**src/pkg/atbc_defs.svh**
```systemverilog
// constants for the expansion bus control and arbitration block
`ifndef ATBC_DEFS_SVH
`define ATBC_DEFS_SVH
// ----------------------------------------
// bus timing, counted in bus clocks
// ----------------------------------------
`define ATBC_BUS_RATE_MHZ 8
`define ATBC_BUS_DIV 4
`define ATBC_LEN_MEM16_ZWS 4'h4
`define ATBC_LEN_MEM16_NWS 4'h6
`define ATBC_LEN_MEM8_ZWS 4'h6
`define ATBC_LEN_MEM8_NWS 4'hc
`define ATBC_LEN_IO16 4'h6
`define ATBC_LEN_IO8_ZWS 4'h6
`define ATBC_LEN_IO8_NWS 4'hc
// ----------------------------------------
// coprocessor clock dividers of the expansion clock source
// ----------------------------------------
`define ATBC_COPRO_DIV_FAST 2'h2
`define ATBC_COPRO_DIV_SLOW 2'h3
// ----------------------------------------
// non-cpu status codes: memory/io, data/control, write/read
// ----------------------------------------
`define ATBC_ST_REFRESH_READ 3'h1
`define ATBC_ST_MEM_WRITE 3'h2
`define ATBC_ST_MEM_READ 3'h3
`define ATBC_ST_REFRESH 3'h5
`define ATBC_ST_NONCPU 3'h6
`define ATBC_ST_IDLE 3'h7
// ----------------------------------------
// coprocessor i/o decode
// ----------------------------------------
`define ATBC_IO_ERR_CLEAR 8'hf0
`define ATBC_IO_COPRO_RESET 8'hf1
`define ATBC_IO_CS_BASE 5'h1f
`endif

```
**src/pkg/atbc_pkg.sv**
```systemverilog
// types shared by the expansion bus control and arbitration block
package atbc_pkg;
  typedef enum {ARB_IDLE, ARB_CPU_EXP, ARB_HOLD_WAIT, ARB_GRANTED, ARB_RELEASE} atbc_arb_type;
  typedef enum {OWN_NONE, OWN_REFRESH, OWN_DMA, OWN_MASTER, OWN_SLOW} atbc_owner_type;
endpackage : atbc_pkg

```
**src/atbc_cycle_timer.sv**
```systemverilog
// expansion bus cycle timer with ready stretch
`timescale 1ns/1ns
`include "atbc_defs.svh"
module atbc_cycle_timer (
  input wire logic clk_in, // system clock
  input wire logic resetn_in, // synchronous reset, active low
  input wire logic bus_tick_in, // one pulse per bus clock
  input wire logic start_in, // begin a cycle
  input wire logic is_io_in, // 1 for i/o cycle
  input wire logic wide_in, // 1 for 16-bit target
  input wire logic zero_wait_in, // target asked for zero wait
  input wire logic ready_in, // iochrdy level
  output logic busy_out, // cycle in progress
  output logic cmd_active_out, // command phase
  output logic done_out // one-cycle end pulse
);
  logic [3:0] count;
  logic [3:0] length;

  function automatic logic [3:0] cycle_length(input logic io, input logic wide, input logic zws);
    if (io && wide) return `ATBC_LEN_IO16;
    if (io) return zws ? `ATBC_LEN_IO8_ZWS : `ATBC_LEN_IO8_NWS;
    if (wide) return zws ? `ATBC_LEN_MEM16_ZWS : `ATBC_LEN_MEM16_NWS;
    return zws ? `ATBC_LEN_MEM8_ZWS : `ATBC_LEN_MEM8_NWS;
  endfunction : cycle_length

  always_ff @(posedge clk_in) begin
    if (!resetn_in) begin
      busy_out <= 1'b0;
      count <= 4'h0;
      length <= 4'h0;
      done_out <= 1'b0;
    end else begin
      done_out <= 1'b0;
      if (!busy_out && start_in) begin
        busy_out <= 1'b1;
        count <= 4'h0;
        length <= cycle_length(is_io_in, wide_in, zero_wait_in);
      end else if (busy_out && bus_tick_in) begin
        if (count == length - 4'h1) begin
          if (ready_in) begin
            busy_out <= 1'b0;
            done_out <= 1'b1;
          end
        end else begin
          count <= count + 4'h1;
        end
      end
    end
  end

  assign cmd_active_out = busy_out && (count != 4'h0);
endmodule : atbc_cycle_timer

```
**src/atbc_copro_clock.sv**
```systemverilog
// older coprocessor clock divider
`timescale 1ns/1ns
`include "atbc_defs.svh"
module atbc_copro_clock (
  input wire logic clk_in, // system clock
  input wire logic resetn_in, // synchronous reset, active low
  input wire logic src_rise_in, // rising edge of the expansion clock source
  input wire logic enable_in, // older coprocessor present
  input wire logic clock_select_in, // 0: half rate, 1: third rate
  output logic older_copro_clock_out // divided clock
);
  logic [1:0] phase;
  logic [1:0] div;

  assign div = clock_select_in ? `ATBC_COPRO_DIV_SLOW : `ATBC_COPRO_DIV_FAST;

  always_ff @(posedge clk_in) begin
    if (!resetn_in) begin
      phase <= 2'h0;
      older_copro_clock_out <= 1'b0;
    end else if (!enable_in) begin
      phase <= 2'h0;
      older_copro_clock_out <= 1'b0;
    end else if (src_rise_in) begin
      phase <= (phase >= div - 2'h1) ? 2'h0 : phase + 2'h1;
      older_copro_clock_out <= (phase == 2'h0);
    end
  end
endmodule : atbc_copro_clock

```
**src/atbc_top.sv**
```systemverilog
// expansion bus control, arbitration and coprocessor interface
// ----------------------------------------
// ----------------------------------------
`timescale 1ns/1ns
`include "atbc_defs.svh"
module atbc_top (
  input wire logic clk_in, // 20 MHz system clock
  input wire logic resetn_in, // synchronous reset, active low
  input wire logic expansion_clock_source_in, // 32 MHz source level
  input wire logic ads_n_in, // cpu address strobe, active low
  input wire logic cpu_mem_io_in, // 1 memory, 0 i/o
  input wire logic cpu_write_in, // 1 write
  input wire logic [15:0] cpu_address_in, // cpu address low bits
  input wire logic physical_address_top_bit_in, // address bit 31
  input wire logic local_memory_select_n_in, // local memory, active low
  input wire logic bus16_n_in, // target is 16 bit, active low
  input wire logic zero_wait_n_in, // target asks zero wait, active low
  input wire logic iochrdy_in, // target ready
  input wire logic refresh_request_tick_in, // refresh request pulse
  input wire logic refresh_active_n_in, // refresh indication, active low
  input wire logic dma_hold_request_in, // dma controller request
  input wire logic dma_command_in, // dma transfer strobe
  input wire logic dma_mem_to_io_in, // 1 memory to i/o
  input wire logic master_request_in, // bus master request
  input wire logic slow_speed_request_n_in, // slow speed request, active low
  input wire logic hlda_in, // cpu hold acknowledge
  input wire logic cpu_reset_in, // cpu reset level
  input wire logic coprocessor_present_n_in, // coprocessor installed, active low
  input wire logic copro_is_newer_in, // 1 newer type installed
  input wire logic newer_copro_busy_n_in, // newer busy, active low
  input wire logic newer_copro_operand_request_in, // newer operand request
  input wire logic newer_copro_error_n_in, // newer error, active low
  input wire logic older_copro_busy_n_in, // older busy, active low
  input wire logic older_copro_operand_request_in, // older operand request
  input wire logic older_copro_error_n_in, // older error, active low
  input wire logic copro_clock_select_in, // coprocessor clock select
  output logic hold_out, // hold request to cpu
  output logic hold_ack_status_out, // hold acknowledge status
  output logic dma_ack_out, // dma owns the bus
  output logic master_ack_out, // master owns the bus
  output logic slow_mode_out, // cpu held for slow speed
  output logic memr_n_out, // memory read command, active low
  output logic memw_n_out, // memory write command, active low
  output logic ior_n_out, // i/o read command, active low
  output logic iow_n_out, // i/o write command, active low
  output logic cpu_ready_n_out, // expansion cycle end, active low
  output logic refresh_address_enable_n_out, // refresh address enable, active low
  output logic [2:0] status_out, // memory/io, data/control, write/read
  output logic status_oe_n_out, // status driven, active low
  output logic coprocessor_type_select_n_out, // type select, active low
  output logic cpu_busy_n_out, // busy to cpu, active low
  output logic cpu_operand_request_out, // operand request to cpu
  output logic cpu_error_n_out, // error to cpu, active low
  output logic irq13_out, // coprocessor error interrupt
  output logic older_copro_chip_select_n_out, // older chip select, active low
  output logic older_copro_reset_out, // older coprocessor reset pulse
  output logic older_copro_clock_out // older coprocessor clock
);
  import atbc_pkg::*;

  // ----------------------------------------
  // bus clock from the expansion source
  // ----------------------------------------
  logic src_prev;
  logic src_rise;
  logic [1:0] src_count;
  logic bus_tick;

  assign src_rise = expansion_clock_source_in && !src_prev;

  always_ff @(posedge clk_in) begin
    if (!resetn_in) begin
      src_prev <= 1'b0;
      src_count <= 2'h0;
    end else begin
      src_prev <= expansion_clock_source_in;
      if (src_rise) begin
        src_count <= src_count + 2'h1;
      end
    end
  end

  assign bus_tick = src_rise && (src_count == 2'(`ATBC_BUS_DIV - 1));

  // ----------------------------------------
  // cycle decode
  // ----------------------------------------
  logic strobe;
  logic exp_cycle;
  logic io_write;
  logic [7:0] io_port;

  assign strobe = !ads_n_in;
  assign io_port = cpu_address_in[7:0];
  assign exp_cycle = strobe && (!cpu_mem_io_in || local_memory_select_n_in);
  assign io_write = strobe && !cpu_mem_io_in && cpu_write_in && (cpu_address_in[15:8] == 8'h00);

  // ----------------------------------------
  // arbitration
  // ----------------------------------------
  atbc_arb_type arb;
  atbc_owner_type owner;
  logic refresh_pending;
  logic refresh_done;
  logic timer_start;
  logic timer_busy;
  logic timer_cmd;
  logic timer_done;
  logic exp_io;
  logic exp_write;
  logic exp_wide;
  logic exp_zws;
  logic any_request;

  assign any_request = refresh_pending || dma_hold_request_in || master_request_in || !slow_speed_request_n_in;

  always_ff @(posedge clk_in) begin
    if (!resetn_in) begin
      refresh_pending <= 1'b0;
    end else if (refresh_request_tick_in) begin
      refresh_pending <= 1'b1;
    end else if (arb == ARB_GRANTED && owner == OWN_REFRESH) begin
      refresh_pending <= 1'b0;
    end
  end

  always_ff @(posedge clk_in) begin
    if (!resetn_in) begin
      arb <= ARB_IDLE;
      owner <= OWN_NONE;
      refresh_done <= 1'b0;
      exp_io <= 1'b0;
      exp_write <= 1'b0;
      exp_wide <= 1'b0;
      exp_zws <= 1'b0;
    end else begin
      unique case (arb)
        ARB_IDLE: begin
          if (exp_cycle) begin
            arb <= ARB_CPU_EXP;
            exp_io <= !cpu_mem_io_in;
            exp_write <= cpu_write_in;
            exp_wide <= !bus16_n_in;
            exp_zws <= !zero_wait_n_in;
          end else if (any_request) begin
            arb <= ARB_HOLD_WAIT;
            if (refresh_pending) owner <= OWN_REFRESH;
            else if (dma_hold_request_in) owner <= OWN_DMA;
            else if (master_request_in) owner <= OWN_MASTER;
            else owner <= OWN_SLOW;
          end
        end
        ARB_CPU_EXP: begin
          if (timer_done) arb <= ARB_IDLE;
        end
        ARB_HOLD_WAIT: begin
          refresh_done <= 1'b0;
          if (hlda_in) arb <= ARB_GRANTED;
        end
        ARB_GRANTED: begin
          if (timer_done) refresh_done <= 1'b1;
          unique case (owner)
            OWN_REFRESH: if (refresh_done && refresh_active_n_in) arb <= ARB_RELEASE;
            OWN_DMA: if (!dma_hold_request_in) arb <= ARB_RELEASE;
            OWN_MASTER: if (!master_request_in) arb <= ARB_RELEASE;
            OWN_SLOW: if (slow_speed_request_n_in) arb <= ARB_RELEASE;
            OWN_NONE: arb <= ARB_RELEASE;
          endcase
        end
        ARB_RELEASE: begin
          if (!hlda_in) begin
            arb <= ARB_IDLE;
            owner <= OWN_NONE;
          end
        end
      endcase
    end
  end

  // the done pulse still shows the old state for one clock: do not restart then
  assign timer_start = (arb == ARB_CPU_EXP && !timer_done) ||
                       (arb == ARB_GRANTED && owner == OWN_REFRESH && !refresh_done && !timer_done);

  atbc_cycle_timer u_timer (
    .clk_in(clk_in),
    .resetn_in(resetn_in),
    .bus_tick_in(bus_tick),
    .start_in(timer_start),
    .is_io_in(arb == ARB_CPU_EXP && exp_io),
    .wide_in(arb != ARB_CPU_EXP || exp_wide),
    .zero_wait_in(arb != ARB_CPU_EXP || exp_zws),
    .ready_in(iochrdy_in),
    .busy_out(timer_busy),
    .cmd_active_out(timer_cmd),
    .done_out(timer_done)
  );

  // ----------------------------------------
  // commands and non-cpu status
  // ----------------------------------------
  logic granted;
  logic refresh_cmd;
  logic dma_cmd;

  assign granted = (arb == ARB_GRANTED) && hlda_in;
  assign refresh_cmd = granted && owner == OWN_REFRESH && timer_busy && timer_cmd;
  assign dma_cmd = granted && owner == OWN_DMA && dma_command_in;

  always_ff @(posedge clk_in) begin
    if (!resetn_in) begin
      memr_n_out <= 1'b1;
      memw_n_out <= 1'b1;
      ior_n_out <= 1'b1;
      iow_n_out <= 1'b1;
      cpu_ready_n_out <= 1'b1;
    end else begin
      memr_n_out <= !((arb == ARB_CPU_EXP && timer_cmd && !exp_io && !exp_write) ||
                      refresh_cmd || (dma_cmd && dma_mem_to_io_in));
      memw_n_out <= !((arb == ARB_CPU_EXP && timer_cmd && !exp_io && exp_write) ||
                      (dma_cmd && !dma_mem_to_io_in));
      ior_n_out <= !((arb == ARB_CPU_EXP && timer_cmd && exp_io && !exp_write) ||
                     (dma_cmd && !dma_mem_to_io_in));
      iow_n_out <= !((arb == ARB_CPU_EXP && timer_cmd && exp_io && exp_write) ||
                     (dma_cmd && dma_mem_to_io_in));
      cpu_ready_n_out <= !(arb == ARB_CPU_EXP && timer_done);
    end
  end

  always_ff @(posedge clk_in) begin
    if (!resetn_in) begin
      status_out <= `ATBC_ST_IDLE;
      status_oe_n_out <= 1'b1;
      refresh_address_enable_n_out <= 1'b1;
    end else begin
      status_oe_n_out <= !(hlda_in && arb != ARB_IDLE && arb != ARB_CPU_EXP);
      refresh_address_enable_n_out <= !(granted && owner == OWN_REFRESH && !refresh_done);
      if (refresh_cmd) begin
        status_out <= `ATBC_ST_REFRESH_READ;
      end else if (granted && owner == OWN_REFRESH && !refresh_done) begin
        status_out <= `ATBC_ST_REFRESH;
      end else if (dma_cmd) begin
        status_out <= dma_mem_to_io_in ? `ATBC_ST_MEM_READ : `ATBC_ST_MEM_WRITE;
      end else if (granted && owner == OWN_MASTER) begin
        status_out <= `ATBC_ST_NONCPU;
      end else begin
        status_out <= `ATBC_ST_IDLE;
      end
    end
  end

  always_ff @(posedge clk_in) begin
    if (!resetn_in) begin
      hold_out <= 1'b0;
      hold_ack_status_out <= 1'b0;
      dma_ack_out <= 1'b0;
      master_ack_out <= 1'b0;
      slow_mode_out <= 1'b0;
    end else begin
      hold_out <= (arb == ARB_HOLD_WAIT) || (arb == ARB_GRANTED);
      hold_ack_status_out <= hlda_in;
      dma_ack_out <= granted && owner == OWN_DMA && dma_hold_request_in;
      master_ack_out <= granted && owner == OWN_MASTER && master_request_in;
      slow_mode_out <= granted && owner == OWN_SLOW;
    end
  end

  // ----------------------------------------
  // coprocessor interface
  // ----------------------------------------
  logic present;
  logic older;
  logic copro_busy;
  logic copro_error;
  logic busy_latch;
  logic err_clear;
  logic reset_prev;

  assign present = !coprocessor_present_n_in;
  assign older = present && !copro_is_newer_in;
  assign copro_busy = present && (copro_is_newer_in ? !newer_copro_busy_n_in : !older_copro_busy_n_in);
  assign copro_error = present && (copro_is_newer_in ? !newer_copro_error_n_in : !older_copro_error_n_in);
  assign err_clear = io_write && (io_port == `ATBC_IO_ERR_CLEAR ||
                                  (older && io_port == `ATBC_IO_COPRO_RESET));

  always_ff @(posedge clk_in) begin
    if (!resetn_in) begin
      busy_latch <= 1'b0;
    end else if (copro_busy && copro_error) begin
      busy_latch <= 1'b1;
    end else if (err_clear) begin
      busy_latch <= 1'b0;
    end
  end

  always_ff @(posedge clk_in) begin
    if (!resetn_in) begin
      cpu_busy_n_out <= 1'b1;
      cpu_operand_request_out <= 1'b0;
      cpu_error_n_out <= 1'b1;
      irq13_out <= 1'b0;
    end else begin
      cpu_busy_n_out <= !(copro_busy || busy_latch || (copro_busy && copro_error));
      cpu_operand_request_out <= present && (copro_is_newer_in ? newer_copro_operand_request_in :
                                             older_copro_operand_request_in);
      cpu_error_n_out <= !(older && !older_copro_error_n_in);
      irq13_out <= busy_latch || (copro_busy && copro_error);
    end
  end

  always_ff @(posedge clk_in) begin
    if (!resetn_in) begin
      reset_prev <= 1'b0;
      coprocessor_type_select_n_out <= 1'b1;
    end else begin
      reset_prev <= cpu_reset_in;
      if (reset_prev && !cpu_reset_in) begin
        coprocessor_type_select_n_out <= 1'b0;
      end else if (strobe || cpu_reset_in) begin
        coprocessor_type_select_n_out <= 1'b1;
      end
    end
  end

  always_ff @(posedge clk_in) begin
    if (!resetn_in) begin
      older_copro_chip_select_n_out <= 1'b1;
      older_copro_reset_out <= 1'b0;
    end else begin
      older_copro_chip_select_n_out <= !(older && strobe && !cpu_mem_io_in && physical_address_top_bit_in &&
                                         io_port[7:3] == `ATBC_IO_CS_BASE);
      older_copro_reset_out <= older && io_write && io_port == `ATBC_IO_COPRO_RESET;
    end
  end

  atbc_copro_clock u_copro_clock (
    .clk_in(clk_in),
    .resetn_in(resetn_in),
    .src_rise_in(src_rise),
    .enable_in(older),
    .clock_select_in(copro_clock_select_in),
    .older_copro_clock_out(older_copro_clock_out)
  );
endmodule : atbc_top

```
**config.mk**
```make
export PLATFORM = sky130hd
export DESIGN_NAME = atbc_top
export DESIGN_NICKNAME = d
export VERILOG_FILES = /design/src/pkg/atbc_pkg.sv /design/src/atbc_cycle_timer.sv /design/src/atbc_copro_clock.sv /design/src/atbc_top.sv
export VERILOG_INCLUDE_DIRS = /design/src /design/src/pkg
export SDC_FILE = /design/constraint.sdc
export NUM_CORES = 1
export LEC_CHECK = 0
export CORE_UTILIZATION = 55
export DETAILED_ROUTE_END_ITERATION = 10
export DONT_BUFFER_PORTS = 1
export GPL_TIMING_DRIVEN = 0
export MAX_ROUTING_LAYER = met4
export PLACE_DENSITY = 0.76
export SYNTH_ARGS = -nofsm -noshare
export SYNTH_HDL_FRONTEND = slang
export SYNTH_HIERARCHICAL = 1
export SYNTH_SLANG_ARGS = --single-unit
```
**constraint.sdc**
```tcl
create_clock -name clk_in -period 2.4 [get_ports clk_in]
set_input_delay 0.6 -clock clk_in [delete_from_list [all_inputs] [get_ports clk_in]]
set_output_delay 0.6 -clock clk_in [all_outputs]
set_load 0.03 [all_outputs]
```
==> impl_metrics.csv <==
group,metric,value,unit
setup_path,slowest_delay,0.41,ns
power_and_ir_drop,ir_drop,0.471,mV
global_route,grt_first_pass_wirelength,7.89,mm
synthesis,synth.top_cell.area_share,42.8,%
setup_path,critPathCaptureType,"register",
status,status,"complete, no violations",
cts,post_cts_buffers,0,
setup_path,r2r-end,"u_timer/count[2]",
synthesis,synthArstFlopShare,0,%
setup_path,crit_required,2.59,ns
detailed_routing,drc_errors,0,
synthesis,synth-edff-count,0,
min_path,hold_path.class,"input pin to register",
setup_path,r2r_slack,0.21,ns
cts,cts_buffers,5,
setup_path,r2r_start,"arb[1]",
floorplan,pin_count,68,
layout,fin_nets,318,
cts,clock-sinks,50,
timing,final.setup_skew,0.00715,ns
setup_path,cp_top_family,"simple AND/OR/NAND/NOR gates",
setup_path,path_class,"register to register",
setup_path,arrival,2.38,ns
power_and_ir_drop,p_int,1.33,mW
synthesis,yosys-top-cells-area,"dfxtp_1 (43%), nor2_1 (4.6%), ha_1 (4.3%), inv_1 (3.0%), a21oi_1 (3.0%)",
cts,cts-root-buf,"clkbuf_8",
synthesis,seq_area_frac_synth,42.8,%
timing,finalHoldViolCount,0,
detailed_routing,finalWirelength,4.68,mm
layout,area_growth,6.89,%
cts,cts_tree,"built",
global_route,grt_use_total,24.0,%
synthesis,ys_seq_elements,50,
detailed_routing,num_vias,1868,
synthesis,syn-cell-area,0.00234,mm^2
setup_path,critical_path.max_fanout,10,
floorplan,initial_core_util,57.7,%
power_and_ir_drop,switching_power,0.659,mW
layout,final_util,61.7,%
global_route,overflow,0,
synthesis,synth_ff_type,"dfxtp_1",
synthesis,yosysTopAreaCell,"dfxtp_1",
detailed_routing,routed_via_density,5.91,
global_route,grt_max_degree,16,
setup_path,cp-start-kind,"register",
layout,stdcell_area,0.00250,mm^2
setup_path,r2r_cells,9,
power_and_ir_drop,pwr-share-seq,50.2,%
timing,setup_tns,0,ns
floorplan,core,0.00406,mm^2
setup_path,slowest_stage,"dfxtp_1",
timing,fin_crit_sh,91.2,%
global_route,grt_pass1_vias,1814,
placement,dpl_cell_area,0.00240,mm^2
synthesis,synth_cells,258,
cts,clock_latency,0.30,ns
min_path,min_to,"cpu_operand_request_out",
layout,antennaDiodeCount,0,
synthesis,synthDistinctLibCells,52,
detailed_routing,drt_iter0_markers,129,
power_and_ir_drop,power.leakage,0.934,nW
timing,fmax,457,MHz
synthesis,synth_warnings,6,
setup_path,cp_common_cell,"nor2_1",
setup_path,critical_path_buf_inv_count,1,
power_and_ir_drop,power_frac_clock,24.0,%
detailed_routing,wl_per_cell,14.8,um
timing,worstMarginPinSlew,0.548,ns
setup_path,cp_cell_sequence,"buf_2 -> and3b_1 -> nand3_2 -> o21ba_2 -> nor2_1 -> nand2b_1 -> nand2_2 -> nor2_1 -> a31o_1",
min_path,min_path_cells,1,
job,max_cap_viol_count,0,
power_and_ir_drop,switching_share,33.2,%
placement,gp_congestion,0.829,
floorplan,fp.dieArea,0.00452,mm^2
floorplan,fp-row-count,23,
floorplan,die_h,67.2,um
synthesis,synth_top_cells_by_count,"dfxtp_1 (50), nor2_1 (29), inv_1 (19), a21oi_1 (14)",
detailed_routing,dr.pass1.iters,4,
power_and_ir_drop,pwr-share-comb,25.8,%
timing,max-slew-margin-rel,63.1,%
placement,hpwlAfterDp,3.55,mm
timing,finalMaxSlewViolations,0,
synthesis,syn-num-nets,311,
placement,port_buffers,0,
timing,fin_crit,2.19,ns
power_and_ir_drop,cellPowerDensity,793,mW/mm^2
timing,holdWs,0.369,ns
timing,final-setup-viol-count,0,
layout,layout-drive-gt1-share,9.77,%
min_path,hp-start,"coprocessor_present_n_in",
detailed_routing,ant_nets,0,
synthesis,synth_most_common_cell,"dfxtp_1",
cts,clockBufferDepth,2,
floorplan,die_w,67.2,um
cts,path_clk_slew,0.09,ns
global_route,antenna_found_initial,0,
cts,htreeDepth,2,
synthesis,avgSynthCellArea,9.07,um^2
how the worst max path moves through the flow:
stage	start	endpoint	slack (ns)	depth (start not counted)
global route	arb[1]	u_timer/length[1]	-0.006	9
detailed placement	arb[0]	u_timer/count[2]	0.06	8
CTS	arb[0]	u_timer/count[2]	0.03	8
floorplan	arb[0]	u_timer/count[2]	0.45	8
global placement	arb[0]	u_timer/count[2]	0.13	8
finish	arb[1]	u_timer/count[2]	0.21	9
layout by cell type (no fill, tap or decap), types with 8 or more instances in the layout:
cell type / n
a21oi_1: 14
nor2_1: 29
nand2_1: 11
o21ai_0: 8
dfxtp_1: 50
nand3_1: 11
ha_1: 8
inv_1: 19
power groups by stage:
stage,sequential (mW),combinational [mW],clock (mW)
4_1_cts,0.995,0.502,0.486
6_report,0.996,0.512,0.477
3_5_place_dp,1.01,0.500,0
3_3_place_gp,1.01,0.487,0
2_1_floorplan,0.997,0.421,0
5_1_grt,1.01,0.575,0.523
registers in the layout, indices dropped and copies added, names as in the netlist, 2 cells and up:
signal          flops
u_timer/length      3
owner               3
src_count           2
arb                 3
status_out          3
u_timer/count       4
repair_timing:
item / in CTS / in global routing
endpoints found under the setup margin: 0 / 2
hold buffers: 0 / 0
hold endpoints to repair: 0 / 0
resized for setup: 0 / 3
metal layers:
| metal | vias up | part of all wire [%] | global-route usage, % |
|---|---|---|---|
| met1 | 855 | 46 | 30.2 |
| li1 | 933 | - | - |
| met2 | 71 | 46 | 37.8 |
| met5 | - | 0 | - |
| met4 | 0 | 1.5 | 7.45 |
| met3 | 9 | 6.1 | 6.08 |
cell families after synthesis:
family          count (synthesis)  share of synthesized area, %
xor+xnor                        5                          2.46
buf+inv                        26                          4.60
compound gates                 50                          16.0
simple gates                  112                          26.8
fa+ha+maj                       8                          4.28
flops                          50                          42.8
mux                             7                          3.05
worst register-to-register path: cells and delay by family (launching register included):
kind	cells	cell delay [ns]
simple gates	6	0.95
buf+inv	1	0.24
flops	1	0.41
compound gates	2	0.47
layout make-up:
class                   instances  area, um^2
clock inverters                 2        13.8
inverters                      19        71.3
clock buffers                   6        72.6
well taps                      50        62.6
plain buffers                   7        36.3
flip-flops and latches         50        1000
multi-input cells             182        1240
fillers                       362        1560
per-stage QoR:
step	instances	power [mW]	worst slack (ns)
2_1_floorplan	258	1.42	0.452
3_3_place_gp	308	1.50	0.128
3_5_place_dp	308	1.51	0.0625
4_1_cts	316	1.98	0.0310
5_1_grt	316	2.11	-0.00572
6_report	316	1.99	0.211
No activity file was read; power rests on OpenSTA's default activity.
